`src/design/etp_params.svh`:
```
// Constants for the eight-bit timer PWM block
`ifndef ETP_PARAMS_SVH
`define ETP_PARAMS_SVH
`define ETP_ADDR_W 4
`define ETP_ADDR_COUNTER 4'h0
`define ETP_ADDR_COMPARE 4'h1
`define ETP_ADDR_MODE 4'h2
`define ETP_ADDR_CLKSEL 4'h3
`define ETP_BIT_ENABLE 7
`define ETP_BIT_PWM 6
`define ETP_BIT_LEVEL 1
`define ETP_BIT_OE 0
`define ETP_MODE_MASK 8'hc3
`define ETP_MODE_RST 8'h00
`define ETP_CMP_RST 8'h00
`define ETP_CLKSEL_RST 3'h0
`define ETP_CNT_ZERO 8'h00
`define ETP_CNT_ONE 8'h01
`define ETP_CNT_MAX 8'hff
`define ETP_DIV_RST 7'h00
`define ETP_DIV_ONE 7'h01
`define ETP_RDATA_ZERO 8'h00
`endif

```
`src/design/etp_pkg.sv`:
```
// Types for the eight-bit timer PWM block
package etp_pkg;
  typedef enum logic [1:0] {
    ETP_IDLE = 2'b00,
    ETP_WAIT = 2'b01,
    ETP_RUN = 2'b10
  } etp_phase_type;

  typedef struct packed {
    logic [6:0] div;
    logic tick;
  } etp_pre_state_type;

  typedef struct packed {
    logic [7:0] shadow;
    logic [7:0] active;
    logic pending;
    logic load_ok;
  } etp_cmp_state_type;

  typedef struct packed {
    logic [7:0] cnt;
    logic [7:0] cnt_buf;
    logic [7:0] mode;
    logic [2:0] clksel;
    logic ff;
    etp_phase_type phase;
    logic pin;
    logic [7:0] rdata;
  } etp_top_state_type;
endpackage

```
`src/design/etp_prescaler.sv`:
```
// Free-running count clock divider
`timescale 1ns/10ps
`default_nettype none
`include "etp_params.svh"
module etp_prescaler
  import etp_pkg::*;
(
  // Clock and reset
  input wire logic clk_in,
  input wire logic rst_in,
  // Divider select and tick
  input wire logic [2:0] sel_in,
  output logic tick_out
);
  etp_pre_state_type cur;
  etp_pre_state_type nxt;

  function automatic logic etp_div_done(input logic [6:0] d, input logic [2:0] s);
    logic [7:0] m;
    m = (8'h01 << s) - 8'h01;
    return (d & m[6:0]) == m[6:0];
  endfunction

  // Never stopped, so start is not aligned to the count clock
  always_comb begin
    nxt = cur;
    nxt.div = cur.div + `ETP_DIV_ONE;
    nxt.tick = etp_div_done(cur.div, sel_in);
  end

  always_ff @(posedge clk_in) begin
    if (rst_in) begin
      cur <= '{div: `ETP_DIV_RST, tick: 1'b0};
    end else begin
      cur <= nxt;
    end
  end

  assign tick_out = cur.tick;
endmodule
`default_nettype wire

```
`src/design/etp_cmp_load.sv`:
```
// Compare value shadow and deferred load
`timescale 1ns/10ps
`default_nettype none
`include "etp_params.svh"
module etp_cmp_load
  import etp_pkg::*;
(
  // Clock and reset
  input wire logic clk_in,
  input wire logic rst_in,
  // Software write
  input wire logic wr_in,
  input wire logic [7:0] wdata_in,
  // Counter events
  input wire logic running_in,
  input wire logic to_max_in,
  input wire logic ovf_in,
  // Values
  output logic [7:0] shadow_out,
  output logic [7:0] active_out,
  output logic load_ok_out
);
  etp_cmp_state_type cur;
  etp_cmp_state_type nxt;

  always_comb begin
    nxt = cur;
    if (!running_in) begin
      nxt.pending = 1'b0;
      nxt.load_ok = 1'b0;
    end
    if (to_max_in) begin
      nxt.load_ok = cur.pending;
    end
    if (ovf_in) begin
      nxt.load_ok = 1'b0;
      if (cur.load_ok) begin
        nxt.active = cur.shadow;
        nxt.pending = 1'b0;
      end
    end
    if (wr_in) begin
      nxt.shadow = wdata_in;
      if (running_in) begin
        nxt.pending = 1'b1;
      end else begin
        nxt.active = wdata_in;
      end
    end
  end

  always_ff @(posedge clk_in) begin
    if (rst_in) begin
      cur <= '{shadow: `ETP_CMP_RST, active: `ETP_CMP_RST, pending: 1'b0, load_ok: 1'b0};
    end else begin
      cur <= nxt;
    end
  end

  assign shadow_out = cur.shadow;
  assign active_out = cur.active;
  assign load_ok_out = cur.load_ok;
endmodule
`default_nettype wire

```
`src/design/etp_pwm_top.sv`:
```
// Eight-bit timer in PWM output mode with register port
//
// Notes on behaviour
// Software clears port latch and direction first.
// Program clock, compare, mode while stopped.
// Mode 41h active-high, 43h active-low, output on.
// Writing configuration keeps output flip-flop unchanged.
// Enable bit starts counting, clearing it stops.
// Output inactive from start until first overflow.
// Overflow drives active level until compare match.
// Match drives inactive until next overflow, repeating.
// Stopping forces the output inactive.
// Period 256 counts, active width equals N.
// Compare written before FF loads next overflow.
// Compare written after FF loads second overflow.
// Compare read returns new value while pending.
// Start may vary by one count clock.
// Counter read through buffer updated at count-up.
// Mode bit 6 selects PWM operation.
// Mode bit 0 enables the PWM output.
// Software spaces compare rewrites three counts apart.
// Counter increments per count clock, wraps FF.
//
// Design decisions made here: the register addresses and the address-and-strobe port.
`timescale 1ns/10ps
`default_nettype none
`include "etp_params.svh"
module etp_pwm_top
  import etp_pkg::*;
(
  // Clock and reset
  input wire logic REF_CLK_IN,
  input wire logic SYS_RST_IN,
  // Register port
  input wire logic [`ETP_ADDR_W-1:0] REG_ADDR_IN,
  input wire logic [7:0] REG_WDATA_IN,
  input wire logic REG_WR_IN,
  input wire logic REG_RD_IN,
  output logic [7:0] REG_RDATA_OUT,
  // PWM pin
  output logic TIMER_OUTPUT_PIN_OUT
);
  etp_top_state_type cur;
  etp_top_state_type nxt;
  logic tick;
  logic running;
  logic pwm_mode;
  logic [7:0] cnt_inc;
  logic to_max;
  logic ovf;
  logic cmp_wr;
  logic mode_wr;
  logic [7:0] shadow;
  logic [7:0] active_cmp;
  logic load_ok;

  function automatic logic etp_hit(input logic [`ETP_ADDR_W-1:0] a, input logic [`ETP_ADDR_W-1:0] r);
    return a == r;
  endfunction

  etp_prescaler u_pre (
    .clk_in(REF_CLK_IN),
    .rst_in(SYS_RST_IN),
    .sel_in(cur.clksel),
    .tick_out(tick)
  );

  etp_cmp_load u_cmp (
    .clk_in(REF_CLK_IN),
    .rst_in(SYS_RST_IN),
    .wr_in(cmp_wr),
    .wdata_in(REG_WDATA_IN),
    .running_in(running),
    .to_max_in(to_max),
    .ovf_in(ovf),
    .shadow_out(shadow),
    .active_out(active_cmp),
    .load_ok_out(load_ok)
  );

  // Counter events and register write strobes
  assign running = cur.mode[`ETP_BIT_ENABLE];
  assign pwm_mode = cur.mode[`ETP_BIT_PWM];
  assign cnt_inc = cur.cnt + `ETP_CNT_ONE;
  assign to_max = running && tick && (cnt_inc == `ETP_CNT_MAX);
  assign ovf = running && tick && (cur.cnt == `ETP_CNT_MAX);
  assign cmp_wr = REG_WR_IN && etp_hit(REG_ADDR_IN, `ETP_ADDR_COMPARE);
  assign mode_wr = REG_WR_IN && etp_hit(REG_ADDR_IN, `ETP_ADDR_MODE);

  always_comb begin
    nxt = cur;
    // Counting and output waveform
    if (running) begin
      if (tick) begin
        nxt.cnt = cnt_inc;
        nxt.cnt_buf = cnt_inc;
        if (pwm_mode) begin
          if (cnt_inc == `ETP_CNT_ZERO) begin
            nxt.ff = 1'b1;
          end
          if (cnt_inc == active_cmp) begin
            nxt.ff = 1'b0;
          end
        end
      end
    end else begin
      nxt.cnt = `ETP_CNT_ZERO;
      nxt.cnt_buf = `ETP_CNT_ZERO;
    end
    // Run phase
    unique case (cur.phase)
      ETP_IDLE: begin
        if (running) begin
          nxt.phase = ETP_WAIT;
        end
      end
      ETP_WAIT: begin
        if (!running) begin
          nxt.phase = ETP_IDLE;
        end else if (ovf) begin
          nxt.phase = ETP_RUN;
        end
      end
      ETP_RUN: begin
        if (!running) begin
          nxt.phase = ETP_IDLE;
        end
      end
      default: begin
        nxt.phase = ETP_IDLE;
      end
    endcase
    // Register writes
    if (mode_wr) begin
      nxt.mode = REG_WDATA_IN & `ETP_MODE_MASK;
      if (running && !REG_WDATA_IN[`ETP_BIT_ENABLE]) begin
        nxt.ff = 1'b0;
      end
    end
    if (REG_WR_IN && etp_hit(REG_ADDR_IN, `ETP_ADDR_CLKSEL)) begin
      nxt.clksel = REG_WDATA_IN[2:0];
    end
    // Pin level from flip-flop, polarity and enable
    if (nxt.mode[`ETP_BIT_OE]) begin
      nxt.pin = nxt.ff ^ nxt.mode[`ETP_BIT_LEVEL];
    end else begin
      nxt.pin = 1'b0;
    end
    // Register reads
    nxt.rdata = `ETP_RDATA_ZERO;
    if (REG_RD_IN) begin
      unique case (REG_ADDR_IN)
        `ETP_ADDR_COUNTER: nxt.rdata = cur.cnt_buf;
        `ETP_ADDR_COMPARE: nxt.rdata = shadow;
        `ETP_ADDR_MODE: nxt.rdata = cur.mode;
        `ETP_ADDR_CLKSEL: nxt.rdata = {5'h00, cur.clksel};
        default: nxt.rdata = `ETP_RDATA_ZERO;
      endcase
    end
  end

  always_ff @(posedge REF_CLK_IN) begin
    if (SYS_RST_IN) begin
      cur <= '{cnt: `ETP_CNT_ZERO, cnt_buf: `ETP_CNT_ZERO, mode: `ETP_MODE_RST,
               clksel: `ETP_CLKSEL_RST, ff: 1'b0, phase: ETP_IDLE, pin: 1'b0,
               rdata: `ETP_RDATA_ZERO};
    end else begin
      cur <= nxt;
    end
  end

  assign REG_RDATA_OUT = cur.rdata;
  assign TIMER_OUTPUT_PIN_OUT = cur.pin;
endmodule
`default_nettype wire

```
`config.mk`:
```
export PLATFORM = sky130hd
export DESIGN_NAME = etp_pwm_top
export DESIGN_NICKNAME = d
export VERILOG_FILES = /design/src/design/etp_pkg.sv /design/src/design/etp_prescaler.sv /design/src/design/etp_cmp_load.sv /design/src/design/etp_pwm_top.sv
export VERILOG_INCLUDE_DIRS = /design/src /design/src/design
export SDC_FILE = /design/constraint.sdc
export NUM_CORES = 1
export LEC_CHECK = 0
export ABC_AREA = 1
export BUFFER_PORTS_ARGS = -buffer_cell sky130_fd_sc_hd__buf_2
export CELL_PAD_IN_SITES_DETAIL_PLACEMENT = 1
export CELL_PAD_IN_SITES_GLOBAL_PLACEMENT = 2
export CORE_AREA = 2 2 90 136
export CTS_CLUSTER_SIZE = 28
export DETAILED_ROUTE_END_ITERATION = 10
export DIE_AREA = 0 0 92 138
export PLACE_DENSITY_LB_ADDON = 0.05
export SETUP_SLACK_MARGIN = 0.2
export SLEW_MARGIN = 0
export SYNTH_ARGS = -nofsm -noshare
export SYNTH_HDL_FRONTEND = slang
export SYNTH_HIERARCHICAL = 1
export SYNTH_SLANG_ARGS = --single-unit
export TNS_END_PERCENT = 10
```
`constraint.sdc`:
```
create_clock -name REF_CLK_IN -period 2.1 [get_ports REF_CLK_IN]
set_input_delay 0.21 -clock REF_CLK_IN [delete_from_list [all_inputs] [get_ports REF_CLK_IN]]
set_output_delay 0.21 -clock REF_CLK_IN [all_outputs]
set_load 0.03 [all_outputs]
```
Yosys cells after proc, flatten, opt, wreduce, memory -nomap -nowiden
Index checks and enable logic that the tools add are counted.
{"block": "op_classes", "bitwise": 5, "eq_ne": 8, "muxes": 16, "shifts": 1, "addsub": 3, "n_reduce_logical": 14}
{"op": "case mux 8 bit (4 select lines)", "n": 1}
{"op": "2-to-1 mux 9 bit", "n": 2}
{"op": "== test 8 bit, second input constant", "n": 2}
{"op": "2-to-1 mux 10 bit", "n": 1}
{"op": "2-to-1 mux 1 bit", "n": 9}
{"op": "adder 8 x 1 -> 8 bit, second input constant", "n": 1}
{"op": "== test 4 x 2 -> 1 bit, second input constant", "n": 2}
{"op": "== test 8 bit", "n": 1}
{"op": "zero test 8 bit", "n": 1}
{"op": "2-to-1 mux 8 bit", "n": 1}
{"op": "OR reduction 2 bit", "n": 4}
{"op": "adder 7 x 1 -> 7 bit, second input constant", "n": 1}
{"op": "bitwise AND 7 bit", "n": 1}
{"op": "== test 7 bit", "n": 1}
{"op": "logical AND 1 bit", "n": 7}
{"op": "<< shifter 1 x 3 -> 7 bit, first input constant", "n": 1}
{"op": "subtractor 7 x 1 -> 7 bit, second input constant", "n": 1}
{"op": "== test 4 x 1 -> 1 bit, second input constant", "n": 1}
{"op": "zero test 4 bit", "n": 1}
{"op": "2-to-1 mux 2 bit", "n": 2}
{"op": "NOT 1 bit", "n": 3}
{"op": "!= test 2 x 1 -> 1 bit, second input constant", "n": 1}
{"op": "zero test 1 bit", "n": 1}
{"op": "bitwise XOR 1 bit", "n": 1}
{"block": "totals", "input_bits": 16, "register_bits": 51}

Longest topological paths before layout
{"block": "depth", "ltp_word": 10, "ltp_mapped": 15}

By module
Netlist, hierarchy kept.
{"module": "etp_pwm_top", "cells_per_inst": 235, "area_per_inst_um2": 1502.7, "seq_area_each_um2": 500.5, "n_inst": 1}
{"module": "etp_cmp_load", "cells_per_inst": 138, "area_per_inst_um2": 950.9, "seq_area_each_um2": 360.3, "n_inst": 1}
{"module": "etp_prescaler", "cells_per_inst": 51, "area_per_inst_um2": 367.9, "seq_area_each_um2": 160.2, "n_inst": 1}

Least setup slack after synthesis
Ideal clock, no wire load.
{"block": "synth_timing", "path_kind": "register to register", "startpoint": "reg, netlist name cur[23]", "endpoint": "reg cur, in the netlist TIMER_OUTPUT_PIN_OUT", "arrival_time_ns": 1.600, "path_stages_with_launch": 16, "synth_period_minus_slack_ns": 1.714, "n_path_buf": 1, "setup_ns": 0.114, "path_slack_ns": 0.386, "path_cell_list": "dfxtp_1 -> buf_2 -> inv_1 -> ha_1 -> nand2_1 -> inv_1 -> nor2_1 -> nand3_1 -> nor2_1 -> nand3_1 -> nor2_1 -> nand2_1 -> nand3_2 -> nand2_1 -> nand2_1 -> nor2_2"}
{"element": "end signal: assignment", "line_no": "etp_pwm_top.sv:164", "text": "cur <= '{cnt: `ETP_CNT_ZERO, cnt_buf: `ETP_CNT_ZERO, mode: `ETP_MODE_RST,"}
{"element": "end signal: assignment", "line_no": "etp_pwm_top.sv:168", "text": "cur <= nxt;"}
{"element": "end: declaration", "line_no": "etp_pwm_top.sv:43", "text": "etp_top_state_type cur;"}

==> impl_metrics.json <==
{
  "cts_buffer_depth": 2,
  "grt_max_degree": 19,
  "first_pass_iters": 4,
  "setup_viol": 0,
  "cellLeakagePower_nw": 1.50,
  "ant_nets": 0,
  "cts_sinks": 51,
  "drt_wl_total_um": 9520,
  "core.rowCount": 49,
  "finalCriticalPeriod_ns": 1.77,
  "ctsHoldBuffers": 0,
  "synth_top_area_share_pct": 36.2,
  "yosysUniqueCellTypes": 33,
  "grt_pass1_wl_um": 15100,
  "dp_hpwl_um": 7660,
  "synth_edf_count": 0,
  "rsz0062_at_grt": "true",
  "drt_iter0_markers": 73,
  "holdCritPathClass": "primary input to flop",
  "ys_warn_count": 6,
  "start_util_pct": 24.2,
  "final_core_util_pct": 27.1,
  "core-area_um2": 11600,
  "globalplace.congestion": 0.775,
  "grt_pass1_vias": 2727,
  "ys_dominant_reg_cell": "dfxtp_1",
  "wire_per_inst_um": 16.1,
  "final_nets": 456,
  "pwr-share-clk_pct": 42.6,
  "grt_use_total_pct": 15.7,
  "finalMaxSlewViolations": 0,
  "hold_ws_ns": 0.204,
  "synthTopCellsByArea": "dfxtp_1, nand2_1, inv_1, buf_4, nand3_1",
  "htreeDepth": 2,
  "die_y_um": 138,
  "syn-cell-area_um2": 2820,
  "vias_per_cell": 4.34,
  "p_int_mw": 1.47,
  "drc": 0,
  "status": "finished clean",
  "hold_viol": 0,
  "pin_count": 25,
  "layout-drive-gt1-share_pct": 16.5,
  "antenna_cells": 0,
  "die_w_um": 92,
  "crit_path_max_fanout": 9,
  "root_buffer": "clkbuf_16",
  "fin_skew_ns": 0.00772,
  "dieArea_um2": 12700,
  "yosysTopAreaCell": "dfxtp_1",
  "grt_overflow_total": 0,
  "areaGrowthSynthToFinish_pct": 12.1,
  "cts_buffers": 5,
  "worst_pin_slew_ns": 0.471,
  "antenna_found_initial": 0,
  "syn_nets": 444,
  "vias": 2563,
  "synthCells": 424,
  "p_per_area_nw_per_um2": 623,
  "ir_drop_v": 0.000267,
  "dpl_cell_area_um2": 2970,
  "clk_latency_ns": 0.30,
  "cts_tree": "built",
  "max_slew_margin_pct": 68.5,
  "async_flop_share_pct": 0,
  "ys_seq_area_share_pct": 36.2,
  "final_area_um2": 3160,
  "syn_avg_cell_area_um2": 6.65,
  "start_kind": "flop",
  "seq_power_share_pct": 50.8,
  "max_freq_mhz": 567,
  "switching_share_pct": 25.5,
  "place_ws_ns": 0.0959,
  "final_cells": 590,
  "dp.cells": 579,
  "synth.top_cells.by_count": "nand2_1, inv_1, dfxtp_1, nor2_1, nand3_1",
  "port_buffers": 24,
  "ys_ff_latch": 51,
  "required_ns": 2.30,
  "synth.most_common_cell": "nand2_1",
  "p_switching_mw": 0.502,
  "maxCapViolCount": 0,
  "finalSetupTns_ns": 0,
  "pwr-share-comb_pct": 6.6,
  "power_mw": 1.97,
  "worstPathArrival_ns": 1.96,
  "endpoint_kind": "flop",
  "clk_pin_slew_worst_paths_ns": 0.07,
  "finalCritPeriodShare_pct": 84.1,
  "criticalPathCategory": "flop to flop",
  "finalWorstSetupSlack_ns": 0.335
}
## power groups by stage
stage               Combinational, mW  Clock, mW  Sequential, mW
finish                          0.130      0.840            1.00
global route                    0.151      0.920            1.00
CTS                             0.133      0.883            1.01
detailed placement              0.133          0            1.03
global placement                0.131          0            1.03
floorplan                      0.0881          0            1.02
## worst paths after layout
| kind | endpoint | from | slack (ns) | cells after the start |
|---|---|---|---|---|
| setup / recovery | TIMER_OUTPUT_PIN_OUT | cur[24] | 0.33 | 14 |
| hold / removal | cur[14] | REG_WDATA_IN[2] | 0.20 | 3 |
| setup reg to reg | TIMER_OUTPUT_PIN_OUT | cur[24] | 0.33 | 14 |
| hold reg to reg | cur[15] | cur[15] | 0.48 | 2 |
## final cells by class
type                            count  area (um^2)
Sequential cell                    51         1030
Clock inverter                      2         12.5
Fill cell                        1501         8490
Inverter                           70          265
Multi-Input combinational cell    271         1320
Clock buffer                        6          129
Timing Repair Buffer               37          218
Tap cell                          153          191
## worst max-delay path, cell delays in order (launching register included)
cell	delay (ns)
dfxtp_4	0.42
ha_1	0.22
inv_1	0.05
nand2_1	0.08
nand2_1	0.13
nand2_1	0.09
nand2_1	0.05
nor2_1	0.09
nand3_1	0.12
nor2_1	0.11
nand2_1	0.07
nand3_2	0.08
nand2_1	0.05
nand2_1	0.08
nor2_2	0.03
## placed cells by master (no fill, tap or decap), types with 3 or more instances in the layout
master / netlist / layout
a21oi_1: 21 / 21
buf_2: 1 / 24
buf_4: 28 / 13
clkbuf_16: 0 / 5
dfxtp_1: 51 / 47
inv_1: 68 / 68
nand2_1: 108 / 107
nand2_2: 8 / 9
nand3_1: 38 / 38
nand4_1: 5 / 5
nor2_1: 46 / 46
nor2_2: 4 / 4
o211ai_1: 3 / 3
o21ai_0: 11 / 11
o21ai_1: 3 / 3
## sequential cells by signal, summed over array words and instances, names as in the netlist, 7 cells and up
| name | cells |
|---|---|
| u_pre/cur | 7 |
| REG_RDATA_OUT | 8 |
| u_cmp/shadow_out | 8 |
| cur | 16 |
| u_cmp/active_out | 8 |
## logic make-up after synthesis
kind of cell / after synthesis / share of synthesized area (%)
adder cells (fa/ha/maj): 4 / 1.77
XOR/XNOR: 2 / 0.621
buffers and inverters: 102 / 18.3
AND/OR/NAND/NOR: 219 / 33.9
flip-flops: 51 / 36.2
AO/OA/AOI/OAI: 46 / 9.27
## routing by layer
| metal | vias up | wire (um) | GRT usage, % |
|---|---|---|---|
| li1 | 1324 | - | - |
| met2 | 20 | 5330 | 30.6 |
| met3 | 11 | 139 | 2.07 |
| met1 | 1208 | 3860 | 17.0 |
| met4 | 0 | 193 | 5.18 |
| met5 | - | 0 | 0 |
## repair_timing
item / in CTS / in global routing
pin swaps: 0 / 1
gates resized for setup: 3 / 6
setup buffers: 0 / 3
gates cloned: 0 / 0
endpoints found under the setup margin: 12 / 11
Power figures use the tool's default switching activity.
